[config.mk]
export PLATFORM = sky130hd
export DESIGN_NAME = ris_input_select
export DESIGN_NICKNAME = d
export VERILOG_FILES = /design/src/include/ris_pkg.sv /design/src/hw/ris_input_select.sv /design/src/hw/ris_source_mux.sv
export SDC_FILE = /design/constraint.sdc
export NUM_CORES = 1
export LEC_CHECK = 0
export BUFFER_PORTS_ARGS = -buffer_cell sky130_fd_sc_hd__buf_2
export CAP_MARGIN = 15
export CORE_ASPECT_RATIO = 1.2
export CORE_MARGIN = 5
export CORE_UTILIZATION = 38
export DETAILED_ROUTE_END_ITERATION = 10
export PLACE_DENSITY = 0.55
export REMOVE_ABC_BUFFERS = 1
export SETUP_SLACK_MARGIN = 0.2
export SYNTH_ARGS = -nofsm -noshare
export SYNTH_HDL_FRONTEND = slang
export SYNTH_SLANG_ARGS = --single-unit
[constraint.sdc]
create_clock -name ref_clk -period 2.3 [get_ports ref_clk]
set_input_delay 0.115 -clock ref_clk [delete_from_list [all_inputs] [get_ports ref_clk]]
set_output_delay 0.115 -clock ref_clk [all_outputs]
set_load 0.01 [all_outputs]
[src/include/ris_pkg.sv]
// Package for the remappable input select block: register map, field
// layout, reset values and source codes.
// Assumes a 32-bit APB slave with one aligned word per register.
package ris_pkg;

    localparam int SEL_W = 8;
    localparam int ADDR_W = 6;
    localparam int NUM_ROUTES = 12;

    // Byte offsets of the select registers
    localparam logic [ADDR_W-1:0] OFS_IRQ_ONE = 6'h00;
    localparam logic [ADDR_W-1:0] OFS_IRQ_TWO = 6'h04;
    localparam logic [ADDR_W-1:0] OFS_TMR_TWO = 6'h08;
    localparam logic [ADDR_W-1:0] OFS_CAP_12 = 6'h0C;
    localparam logic [ADDR_W-1:0] OFS_CAP_34 = 6'h10;
    localparam logic [ADDR_W-1:0] OFS_CMP_FLT = 6'h14;
    localparam logic [ADDR_W-1:0] OFS_PWM_FLT = 6'h18;
    localparam logic [ADDR_W-1:0] OFS_SER_ONE = 6'h1C;
    localparam logic [ADDR_W-1:0] OFS_SER_TWO = 6'h20;

    // Field positions inside a 16-bit select register
    localparam int LO_LSB = 0;
    localparam int HI_LSB = 8;

    // Reset value of every select field and register word
    localparam logic [SEL_W-1:0] SEL_RST = 8'h00;
    localparam logic [31:0] RD_ZERO = 32'h0000_0000;

    // Source codes
    localparam logic [SEL_W-1:0] CODE_GND = 8'h00;
    localparam logic [SEL_W-1:0] CODE_COMPARATOR_ONE_OUT = 8'h01;
    localparam logic [SEL_W-1:0] CODE_MAX = 8'hB5;
    localparam int NUM_SRC = 182;

    // Index of each routed input in the select array and output bus
    localparam int IDX_IRQ_ONE = 0;
    localparam int IDX_IRQ_TWO = 1;
    localparam int IDX_TMR_TWO = 2;
    localparam int IDX_CAP_ONE = 3;
    localparam int IDX_CAP_TWO = 4;
    localparam int IDX_CAP_THREE = 5;
    localparam int IDX_CAP_FOUR = 6;
    localparam int IDX_CMP_FLT = 7;
    localparam int IDX_PWM_ONE = 8;
    localparam int IDX_PWM_TWO = 9;
    localparam int IDX_SER_ONE = 10;
    localparam int IDX_SER_TWO = 11;

    // APB request as seen by the slave
    typedef struct packed {
        logic psel;
        logic penable;
        logic pwrite;
        logic [ADDR_W-1:0] paddr;
        logic [31:0] pwdata;
        logic [3:0] pstrb;
    } ris_apb_req_s;

endpackage
[src/hw/ris_input_select.sv]
// Remappable input select: APB-programmed select fields route pins or
// comparator one onto twelve peripheral inputs.
// Assumes APB master on ref_clk; pins and comparator are asynchronous.
//
// Our own choices: the APB interface to the registers and the register addresses.
`timescale 1ns/1ps

// Summary of operation
// - External interrupt one select lives in bits 15-8; low byte unused.
// - External interrupt two select lives in bits 7-0; high byte unused.
// - Timer two clock select lives in bits 7-0 of its register.
// - Capture one select low byte, capture two select high byte.
// - Capture three select low byte, capture four select high byte.
// - Compare fault A select in bits 7-0; high byte unused.
// - PWM fault one select low byte, fault two select high byte.
// - Serial one receive select in bits 7-0 of its register.
// - Serial two receive select in bits 7-0 of its register.
// - Code zero ties the routed input low.
// - Code one routes comparator one output.
// - Code 0xB5 routes remappable input pin 181.
// - Unimplemented bits read as zero.
// - Select bits are read/write and reset to zero.
module ris_input_select (
    input wire logic ref_clk,
    input wire logic rst,
    input wire logic psel,
    input wire logic penable,
    input wire logic pwrite,
    input wire logic [ris_pkg::ADDR_W-1:0] paddr,
    input wire logic [31:0] pwdata,
    input wire logic [3:0] pstrb,
    output logic [31:0] prdata,
    output logic pready,
    output logic pslverr,
    input wire logic comparator_one_out,
    input wire logic [ris_pkg::NUM_SRC-1:0] remappable_pin,
    output logic [ris_pkg::NUM_ROUTES-1:0] routed_inputs
);
    ris_pkg::ris_apb_req_s req;
    logic [ris_pkg::SEL_W-1:0] sel_r [ris_pkg::NUM_ROUTES];
    logic [ris_pkg::SEL_W-1:0] sel_nxt [ris_pkg::NUM_ROUTES];
    logic [31:0] prdata_r;
    logic [31:0] prdata_nxt;
    logic pready_r;
    logic pready_nxt;
    logic pslverr_r;
    logic pslverr_nxt;
    logic [ris_pkg::NUM_SRC-1:0] srcMeta_r;
    logic [ris_pkg::NUM_SRC-1:0] srcSync_r;
    logic [ris_pkg::NUM_SRC-1:0] srcRaw;
    logic access;

    assign req = '{psel: psel, penable: penable, pwrite: pwrite,
                   paddr: paddr, pwdata: pwdata, pstrb: pstrb};

    // Index 0 of the source vector is ground; slot 1 carries comparator one
    always_comb begin
        srcRaw = remappable_pin;
        srcRaw[0] = 1'b0;
        srcRaw[ris_pkg::CODE_COMPARATOR_ONE_OUT] = comparator_one_out;
    end

    // Two-flop synchroniser for every asynchronous source
    always_ff @(posedge ref_clk) begin
        if (rst) begin
            srcMeta_r <= '0;
            srcSync_r <= '0;
        end else begin
            srcMeta_r <= srcRaw;
            srcSync_r <= srcMeta_r;
        end
    end

    // Map an address to its register: is it known at all
    function automatic logic addr_known(input logic [ris_pkg::ADDR_W-1:0] a);
        unique case (a)
            ris_pkg::OFS_IRQ_ONE, ris_pkg::OFS_IRQ_TWO, ris_pkg::OFS_TMR_TWO,
            ris_pkg::OFS_CAP_12, ris_pkg::OFS_CAP_34, ris_pkg::OFS_CMP_FLT,
            ris_pkg::OFS_PWM_FLT, ris_pkg::OFS_SER_ONE,
            ris_pkg::OFS_SER_TWO: addr_known = 1'b1;
            default: addr_known = 1'b0;
        endcase
    endfunction

    // Read image of a register; unused halves are fixed zero
    function automatic logic [31:0] read_word(
        input logic [ris_pkg::ADDR_W-1:0] a,
        input logic [ris_pkg::SEL_W-1:0] s [ris_pkg::NUM_ROUTES]);
        logic [31:0] w;
        w = ris_pkg::RD_ZERO;
        unique case (a)
            ris_pkg::OFS_IRQ_ONE: begin
                w[ris_pkg::HI_LSB +: 8] = s[ris_pkg::IDX_IRQ_ONE];
            end
            ris_pkg::OFS_IRQ_TWO: begin
                w[ris_pkg::LO_LSB +: 8] = s[ris_pkg::IDX_IRQ_TWO];
            end
            ris_pkg::OFS_TMR_TWO: begin
                w[ris_pkg::LO_LSB +: 8] = s[ris_pkg::IDX_TMR_TWO];
            end
            ris_pkg::OFS_CAP_12: begin
                w[ris_pkg::LO_LSB +: 8] = s[ris_pkg::IDX_CAP_ONE];
                w[ris_pkg::HI_LSB +: 8] = s[ris_pkg::IDX_CAP_TWO];
            end
            ris_pkg::OFS_CAP_34: begin
                w[ris_pkg::LO_LSB +: 8] = s[ris_pkg::IDX_CAP_THREE];
                w[ris_pkg::HI_LSB +: 8] = s[ris_pkg::IDX_CAP_FOUR];
            end
            ris_pkg::OFS_CMP_FLT: begin
                w[ris_pkg::LO_LSB +: 8] = s[ris_pkg::IDX_CMP_FLT];
            end
            ris_pkg::OFS_PWM_FLT: begin
                w[ris_pkg::LO_LSB +: 8] = s[ris_pkg::IDX_PWM_ONE];
                w[ris_pkg::HI_LSB +: 8] = s[ris_pkg::IDX_PWM_TWO];
            end
            ris_pkg::OFS_SER_ONE: begin
                w[ris_pkg::LO_LSB +: 8] = s[ris_pkg::IDX_SER_ONE];
            end
            ris_pkg::OFS_SER_TWO: begin
                w[ris_pkg::LO_LSB +: 8] = s[ris_pkg::IDX_SER_TWO];
            end
            default: w = ris_pkg::RD_ZERO;
        endcase
        return w;
    endfunction

    assign access = req.psel && req.penable && !pready_r;

    // Write decode: each field takes its byte lane only when strobed;
    // bytes with no field behind them are simply dropped
    always_comb begin
        for (int i = 0; i < ris_pkg::NUM_ROUTES; i++) begin
            sel_nxt[i] = sel_r[i];
        end
        if (access && req.pwrite) begin
            unique case (req.paddr)
                ris_pkg::OFS_IRQ_ONE: begin
                    if (req.pstrb[1]) begin
                        sel_nxt[ris_pkg::IDX_IRQ_ONE] =
                            req.pwdata[ris_pkg::HI_LSB +: 8];
                    end
                end
                ris_pkg::OFS_IRQ_TWO: begin
                    if (req.pstrb[0]) begin
                        sel_nxt[ris_pkg::IDX_IRQ_TWO] =
                            req.pwdata[ris_pkg::LO_LSB +: 8];
                    end
                end
                ris_pkg::OFS_TMR_TWO: begin
                    if (req.pstrb[0]) begin
                        sel_nxt[ris_pkg::IDX_TMR_TWO] =
                            req.pwdata[ris_pkg::LO_LSB +: 8];
                    end
                end
                ris_pkg::OFS_CAP_12: begin
                    if (req.pstrb[0]) begin
                        sel_nxt[ris_pkg::IDX_CAP_ONE] =
                            req.pwdata[ris_pkg::LO_LSB +: 8];
                    end
                    if (req.pstrb[1]) begin
                        sel_nxt[ris_pkg::IDX_CAP_TWO] =
                            req.pwdata[ris_pkg::HI_LSB +: 8];
                    end
                end
                ris_pkg::OFS_CAP_34: begin
                    if (req.pstrb[0]) begin
                        sel_nxt[ris_pkg::IDX_CAP_THREE] =
                            req.pwdata[ris_pkg::LO_LSB +: 8];
                    end
                    if (req.pstrb[1]) begin
                        sel_nxt[ris_pkg::IDX_CAP_FOUR] =
                            req.pwdata[ris_pkg::HI_LSB +: 8];
                    end
                end
                ris_pkg::OFS_CMP_FLT: begin
                    if (req.pstrb[0]) begin
                        sel_nxt[ris_pkg::IDX_CMP_FLT] =
                            req.pwdata[ris_pkg::LO_LSB +: 8];
                    end
                end
                ris_pkg::OFS_PWM_FLT: begin
                    if (req.pstrb[0]) begin
                        sel_nxt[ris_pkg::IDX_PWM_ONE] =
                            req.pwdata[ris_pkg::LO_LSB +: 8];
                    end
                    if (req.pstrb[1]) begin
                        sel_nxt[ris_pkg::IDX_PWM_TWO] =
                            req.pwdata[ris_pkg::HI_LSB +: 8];
                    end
                end
                ris_pkg::OFS_SER_ONE: begin
                    if (req.pstrb[0]) begin
                        sel_nxt[ris_pkg::IDX_SER_ONE] =
                            req.pwdata[ris_pkg::LO_LSB +: 8];
                    end
                end
                ris_pkg::OFS_SER_TWO: begin
                    if (req.pstrb[0]) begin
                        sel_nxt[ris_pkg::IDX_SER_TWO] =
                            req.pwdata[ris_pkg::LO_LSB +: 8];
                    end
                end
                default: begin
                end
            endcase
        end
    end

    // Select fields; all start at the ground code
    always_ff @(posedge ref_clk) begin
        for (int i = 0; i < ris_pkg::NUM_ROUTES; i++) begin
            if (rst) begin
                sel_r[i] <= ris_pkg::SEL_RST;
            end else begin
                sel_r[i] <= sel_nxt[i];
            end
        end
    end

    // Bus answer: one wait state, so every access ends on its second
    // access-phase edge; unmapped addresses error and read zero
    always_comb begin
        pready_nxt = access;
        pslverr_nxt = access && !addr_known(req.paddr);
        prdata_nxt = ris_pkg::RD_ZERO;
        if (access && !req.pwrite) begin
            prdata_nxt = read_word(req.paddr, sel_r);
        end
    end

    always_ff @(posedge ref_clk) begin
        if (rst) begin
            pready_r <= 1'b0;
            pslverr_r <= 1'b0;
            prdata_r <= ris_pkg::RD_ZERO;
        end else begin
            pready_r <= pready_nxt;
            pslverr_r <= pslverr_nxt;
            prdata_r <= prdata_nxt;
        end
    end

    assign pready = pready_r;
    assign pslverr = pslverr_r;
    assign prdata = prdata_r;

    // One multiplexer per routed peripheral input
    for (genvar g = 0; g < ris_pkg::NUM_ROUTES; g++) begin : gen_route
        ris_source_mux u_mux (
            .ref_clk(ref_clk),
            .rst(rst),
            .sel(sel_r[g]),
            .sources(srcSync_r),
            .routed(routed_inputs[g])
        );
    end

    // Reset and register-image checks; reset is checked one edge later
    // so the very first edge of the run needs no history
    AST_RESET_GND: assert property (
        @(posedge ref_clk)
        rst |=> sel_r[ris_pkg::IDX_IRQ_ONE] == ris_pkg::SEL_RST
            && sel_r[ris_pkg::IDX_SER_TWO] == ris_pkg::SEL_RST)
        else $error("select not cleared by reset");
    AST_IRQ_ONE_LOW_ZERO: assert property (
        @(posedge ref_clk) disable iff (rst)
        pready && !pwrite && $past(paddr) == ris_pkg::OFS_IRQ_ONE
        |-> prdata[7:0] == 8'h00)
        else $error("unused low byte read nonzero");
    AST_UPPER_ZERO: assert property (
        @(posedge ref_clk) disable iff (rst)
        pready |-> prdata[31:16] == 16'h0000)
        else $error("upper half read nonzero");
    AST_UNUSED_HIGH_ZERO: assert property (
        @(posedge ref_clk) disable iff (rst)
        pready && !pwrite && $past(paddr) == ris_pkg::OFS_SER_ONE
        |-> prdata[15:8] == 8'h00)
        else $error("unused high byte read nonzero");
    AST_CAP_WRITE: assert property (
        @(posedge ref_clk) disable iff (rst)
        access && pwrite && paddr == ris_pkg::OFS_CAP_12 && pstrb[1]
        |=> sel_r[ris_pkg::IDX_CAP_TWO] == $past(pwdata[15:8]))
        else $error("capture two select not written");
    AST_SER_ONE_WRITE: assert property (
        @(posedge ref_clk) disable iff (rst)
        access && pwrite && paddr == ris_pkg::OFS_SER_ONE && pstrb[0]
        |=> sel_r[ris_pkg::IDX_SER_ONE] == $past(pwdata[7:0]))
        else $error("serial one select not written");
    AST_IRQ_TWO_HOLD: assert property (
        @(posedge ref_clk) disable iff (rst)
        access && pwrite && paddr == ris_pkg::OFS_IRQ_ONE
        |=> $stable(sel_r[ris_pkg::IDX_IRQ_TWO]))
        else $error("write leaked into another field");
endmodule

[src/hw/ris_source_mux.sv]
// One routing multiplexer: picks ground, comparator one or a remappable
// pin by an 8-bit code and registers the result.
// Assumes the source vector is already synchronised to ref_clk.
`timescale 1ns/1ps
module ris_source_mux (
    input wire logic ref_clk,
    input wire logic rst,
    input wire logic [ris_pkg::SEL_W-1:0] sel,
    input wire logic [ris_pkg::NUM_SRC-1:0] sources,
    output logic routed
);
    logic routed_r;
    logic routed_nxt;

    // Code zero is ground; codes past the last source also read low
    always_comb begin
        if (sel == ris_pkg::CODE_GND) begin
            routed_nxt = 1'b0;
        end else if (sel == ris_pkg::CODE_COMPARATOR_ONE_OUT) begin
            routed_nxt = sources[ris_pkg::CODE_COMPARATOR_ONE_OUT];
        end else if (sel <= ris_pkg::CODE_MAX) begin
            routed_nxt = sources[sel];
        end else begin
            routed_nxt = 1'b0;
        end
    end

    // Registered so the peripheral sees a glitch-free level
    always_ff @(posedge ref_clk) begin
        if (rst) begin
            routed_r <= 1'b0;
        end else begin
            routed_r <= routed_nxt;
        end
    end

    assign routed = routed_r;

    AST_GND_LOW: assert property (
        @(posedge ref_clk) disable iff (rst)
        sel == ris_pkg::CODE_GND |=> !routed)
        else $error("ground code did not give low");
    AST_CMP_PASS: assert property (
        @(posedge ref_clk) disable iff (rst)
        sel == ris_pkg::CODE_COMPARATOR_ONE_OUT |=> routed == $past(sources[1]))
        else $error("comparator one not routed");
    AST_TOP_PIN: assert property (
        @(posedge ref_clk) disable iff (rst)
        sel == ris_pkg::CODE_MAX |=> routed == $past(sources[181]))
        else $error("pin 181 not routed");
endmodule

# == Word level (Yosys, flattened, before mapping) ==
# Cells that the tools add are included.
# word_totals
ff_bits,506
in_bits,230
out_inout_bits,46
elab_cells,174
# op_classes
magnitude_cmp,24
eq_ne,20
muxes,51
bitwise,1
reduce_logical,47
# op_table
op,n
"< comparator 8 x 9 -> 1 bit, second input constant",12
binary-select mux 1 bit (select 8 bit),12
"equality test 8 x 1 -> 1 bit, second input constant",12
"<= comparator 8 bit, second input constant",12
zero test 8 bit,12
case mux 8 bit (8 select lines),1
two-way mux 1 bit,37
AND reduction 3 bit,12
case mux 8 bit (4 select lines),1
OR reduction 2 bit,13
"equality test 6 x 5 -> 1 bit, second input constant",4
"equality test 6 x 4 -> 1 bit, second input constant",2
OR reduction 9 bit,1
"equality test 6 x 3 -> 1 bit, second input constant",1
"equality test 6 bit, second input constant",1
zero test 6 bit,1
logical AND 1 bit,5
zero test 1 bit,3
NOT 1 bit,1

# == Logic depth before layout (Yosys ltp) ==
# logic_depth
ltp_word,5
ltp_mapped,10
ltp_nobuf,6

# == By module ==
# Synthesis repeated with hierarchy kept, for this count alone.
# hier_totals
cells_unflattened,2724
area_unflattened_um2,34395.5
# by_module_without_submodules
mod,instances,cells_each,area_per_inst_um2,seq_area_each_um2
ris_source_mux,12,122,1646.6,20.0
ris_input_select,1,1260,14636.5,9529.1

# == Least setup slack after synthesis ==
# No wires, ideal clock.
# synth_path
path_kind,register to register
start,register sel_r[0] in the netlist's numbering
end,register gen_route[11].u_mux.routed_r
setup_time_ps,116
t_arrival_ps,2356
required_ps,2184
path_slack_ps,-172
stages_incl_launch_ff,8
n_path_buf,2
synth_period_minus_slack_ps,2472
cell_sequence,dfxtp_1 buf_2 buf_2 mux4_2 mux4_2 o21ai_0 nand3_1 a41o_1
# synth_via
elab_chain_len,4
elab_cells_between_ends,8
cone_classes,order compare: 1; eq/ne: 1; mux: 4; reduce/logical: 2
# synth_lines
item,line_no,rtl
"start, declared",ris_input_select.sv:40,logic [ris_pkg::SEL_W-1:0] sel_r [ris_pkg::NUM_ROUTES];
"start signal, assigned by index",ris_input_select.sv:213,sel_r[i] <= ris_pkg::SEL_RST;
"start signal, assigned by index",ris_input_select.sv:215,sel_r[i] <= sel_nxt[i];
binary-select mux 1 bit (select 8 bit),ris_source_mux.sv:22,routed_nxt = sources[sel];
two-way mux 1 bit (not written as such),ris_source_mux.sv:22,
two-way mux 1 bit,ris_source_mux.sv:21,end else if (sel <= ris_pkg::CODE_MAX) begin
two-way mux 1 bit,ris_source_mux.sv:19,end else if (sel == ris_pkg::CODE_COMPARATOR_ONE_OUT) begin
"end signal, assigned",ris_source_mux.sv:33,routed_r <= routed_nxt;
"end, declared",ris_source_mux.sv:12,logic routed_r;
# Several ways; a longest one is shown, not always the timed one. The select of a mux whose other input is x is not followed.
# A chain may end at the register's enable or synchronous reset.

# == Worst setup path in the final report ==
# layout_path
start,register sel_r[16] in the netlist's numbering
end,register gen_route[9].u_mux.routed_r
# layout_via
elab_chain_len,4
elab_cells_between_ends,8
cone_classes,order compare: 1; eq/ne: 1; mux: 4; reduce/logical: 2
# layout_lines
item,line_no
binary-select mux 1 bit (select 8 bit),ris_source_mux.sv:22
two-way mux 1 bit (not written as such),ris_source_mux.sv:22
two-way mux 1 bit,ris_source_mux.sv:21
two-way mux 1 bit,ris_source_mux.sv:19
"end signal, assigned",ris_source_mux.sv:33
"end, declared",ris_source_mux.sv:12
# Several ways; a longest one is shown, not always the timed one. The select of a mux whose other input is x is not followed.

==> metrics.yaml <==
cts_sinks: 488
start_util_pct: 38.4
crit_fanout: 8
rr_endpoint: "gen_route[9].u_mux.routed"
finalSetupTns_ps: -2830
grt_usage_pct: 33.1
core_sq_mm: 0.0880
worst_hold_slack_ps: 68.2
clk_pin_slew_worst_paths_ps: 60
grt_pass1_vias: 31200
postSynthCellCount: 2925
violations: "setup timing"
layout.cells.non_filler: 4924
slowest_stage: "or4b_4"
drv_cap: 0
clk_latency_ps: 650
async_flop_share_pct: 0
startpoint: "sel_r[16]"
post-place-cells: 4565
slew_headroom_pct: 22.7
setup_violations: 12
fin_ws_ps: -419
fin_crit_ps: 2720
yosys_warnings: 0
ir_drop_v: 0.000556
fp.dieArea_sq_mm: 0.0951
drv_slew: 0
grt_max_degree: 159
vias_per_cell: 6.33
cts_tree: "built"
rr_startpoint: "sel_r[16]"
critPathArrivalTime_ps: 3180
yosysSeqAreaShare_pct: 28.9
synth_edf_count: 0
outcome: "complete, but fails checks"
fmax_ghz: 0.368
critical_path_class: "reg2reg"
grt_setup_unrepaired: "yes"
fp.dieH_microns: 337
ys_types: 68
drc: 0
clock-root-buffer: "clkbuf_16"
dpl.hpwl_microns: 120000
finalHoldViolations: 0
final_nets: 3965
grt_pass1_wl_microns: 229000
mappedNetlistArea_sq_mm: 0.0338
worst_r2r_path_depth: 9
drive_above_1_share_pct: 48.7
drtIter0Drc: 3975
syn2layout_area_growth_pct: 38.5
place.port_buffers: 239
antenna_found_initial: 10
ios: 276
layout_worst_path_cycle_share_pct: 118
wl_per_cell_microns: 32.7
skew_ps: 65.9
slowest_delay_ps: 550
gp_congestion: 1.04
syn_avg_cell_area_sq_um: 11.6
endpoint_kind: "flop"
worst_pin_slew_ps: 1160
ant_nets: 0
vias: 31200
drt-total-wl_microns: 161000
die_x_microns: 282
power.density_mw_per_mm2: 431
required_ps: 2760
synth-seq-cells: 488
grt_overflow: 0
cts_buffer_depth: 3
crit_chain: "buf_12, buf_16, buf_8, mux4_2, a2111oi_4, buf_6, or4b_4, o22a_1, o211ai_1"
leakagePower_uw: 0.0171
cts_made_buffers: 51
crit_end: "gen_route[9].u_mux.routed"
hold_class: "in2reg"
drtPass1Iterations: 8
r2r_slack_ps: -420
num_rows: 119
start_kind: "flop"
synth-main-ff-cell: "dfxtp_1"
htree_levels: 2
-- worst min path at each step --
stage                                   from       endpoint  slack (ps)  cells after the start
after detailed placement  remappable_pin[95]  srcMeta_r[95]         330                      2
after CTS                             pwrite      prdata[2]          20                      4
after floorplan                          rst       sel_r[0]         180                      1
after global routing                  pwrite      prdata[2]          60                      4
final                                 pwrite      prdata[8]          70                      4
after global placement    remappable_pin[72]  srcMeta_r[72]         320                      2
-- critical path, delay by kind of cell, from the launching register on --
family,cells,cell delay [ps]
AOI/OAI and AO/OA,3,680
muxes,1,380
buffers and inverters,4,610
DFF,1,330
and+or+nand+nor,1,550
-- per-stage QoR --
stage	power [uW]	util, %	setup WS (ps)	instance area (sq um)
detailed placement	11500	47.2	-911	41600
finish	20200	53.2	-419	46800
floorplan	10100	-	-1640	31700
global placement	11400	47.2	-927	41600
CTS	20300	52.8	-367	46400
global route	20800	53.2	-401	46800
-- area by class of cell --
class | count | area (sq um)
Antenna cell | 6 | 15.0
Clock buffer | 62 | 1370
Clock inverter | 25 | 323
Fill cell | 7438 | 41200
Inverter | 15 | 56.3
Multi-Input combinational cell | 1940 | 22300
Sequential cell | 488 | 9840
Tap cell | 1149 | 1440
Timing Repair Buffer | 1239 | 11500
-- logic make-up (layout without fill, tap and decap cells) --
group	after synthesis	count (layout)	synth area share (%)
and+or+nand+nor	884	884	14.2
muxes	759	759	45.0
DFF	488	488	28.9
buffers and inverters	512	1341	6.57
AOI/OAI and AO/OA	279	279	5.35
other	1	22	0.0111
xor gates and xnor gates	2	2	0.0518
-- registers in the layout, indices dropped and copies added, names as in the netlist --
name,count
prdata,16
srcSync_r,181
gen_route.u_mux.routed,12
sel_r,96
pslverr,1
pready,1
srcMeta_r,181
-- synth_stat cells, drive strengths merged (3+ instances only) --
cell | count | area (sq um)
a2111oi | 4 | 35.0
a211o | 6 | 52.6
a211oi | 8 | 65.1
a21oi | 109 | 546
a221oi | 3 | 26.3
a22oi | 57 | 428
a311oi | 5 | 43.8
a31oi | 17 | 106
and2 | 5 | 31.3
and3 | 5 | 31.3
buf | 154 | 878
clkbuf | 343 | 1290
dfxtp | 488 | 9770
inv | 13 | 48.8
mux2 | 22 | 248
mux2i | 133 | 1330
mux4 | 604 | 13600
nand2 | 190 | 713
nand2b | 12 | 75.1
nand3 | 113 | 566
nand3b | 13 | 97.6
nand4 | 13 | 81.3
nand4b | 6 | 52.6
nor2 | 66 | 248
nor2b | 399 | 2500
nor3 | 24 | 120
nor3b | 12 | 95.1
nor4 | 12 | 75.1
nor4b | 4 | 35.0
o2111ai | 4 | 35.0
o211ai | 14 | 105
o21ai | 20 | 100
o22a | 3 | 26.3
o22ai | 7 | 43.8
o311a | 3 | 30.0
o31ai | 4 | 30.0
-- cell usage in the layout, fill, tap and decap left out, types with 7 or more instances in the layout --
cell type and count:
mux2i_2 8, conb_1 16, o21ai_0 9, nor4_1 11
inv_1 11, buf_4 609, dfxtp_4 14, mux2_2 16
mux4_2 600, nand3b_1 13, a22oi_1 50, nand4_1 13
buf_6 20, nand3_1 108, mux2i_1 120, nor2_1 64
dfxtp_1 462, nor2b_1 397, clkinv_2 7, a31oi_1 17
dlygate4sd3_1 203, buf_16 13, nor3_1 18, o211ai_1 14
a22oi_2 7, buf_12 147, a21oi_1 105, dfxtp_2 12
o21ai_1 7, nand2b_1 12, clkbuf_16 54, nor3b_1 10
buf_2 238, nand2_1 187
-- metal layers --
metal / GRT usage, % / up-vias / share of wire (%)
li1: - / 12700 / -
met1: 42.5 / 15700 / 37
met2: 50.0 / 2240 / 44
met3: 10.3 / 491 / 12
met4: 18.6 / 8 / 7.6
met5: 0 / - / 0.035
-- report_power, final --
part / switching [uW] / internal [uW]
Sequential: 284 / 8740
Combinational: 1110 / 1510
Clock: 3610 / 4920
Total: 5000 / 15200
-- what timing repair did --
item / CTS / global route
hold buffers: 203 / 0
pin swaps: 20 / 17
resized for setup: 118 / 45
cloned: 10 / 3
buffers inserted: 39 / 11
endpoints found under the setup margin: 13 / 12
hold endpoints to repair: 281 / 0
Power figures use the tool's default switching activity.
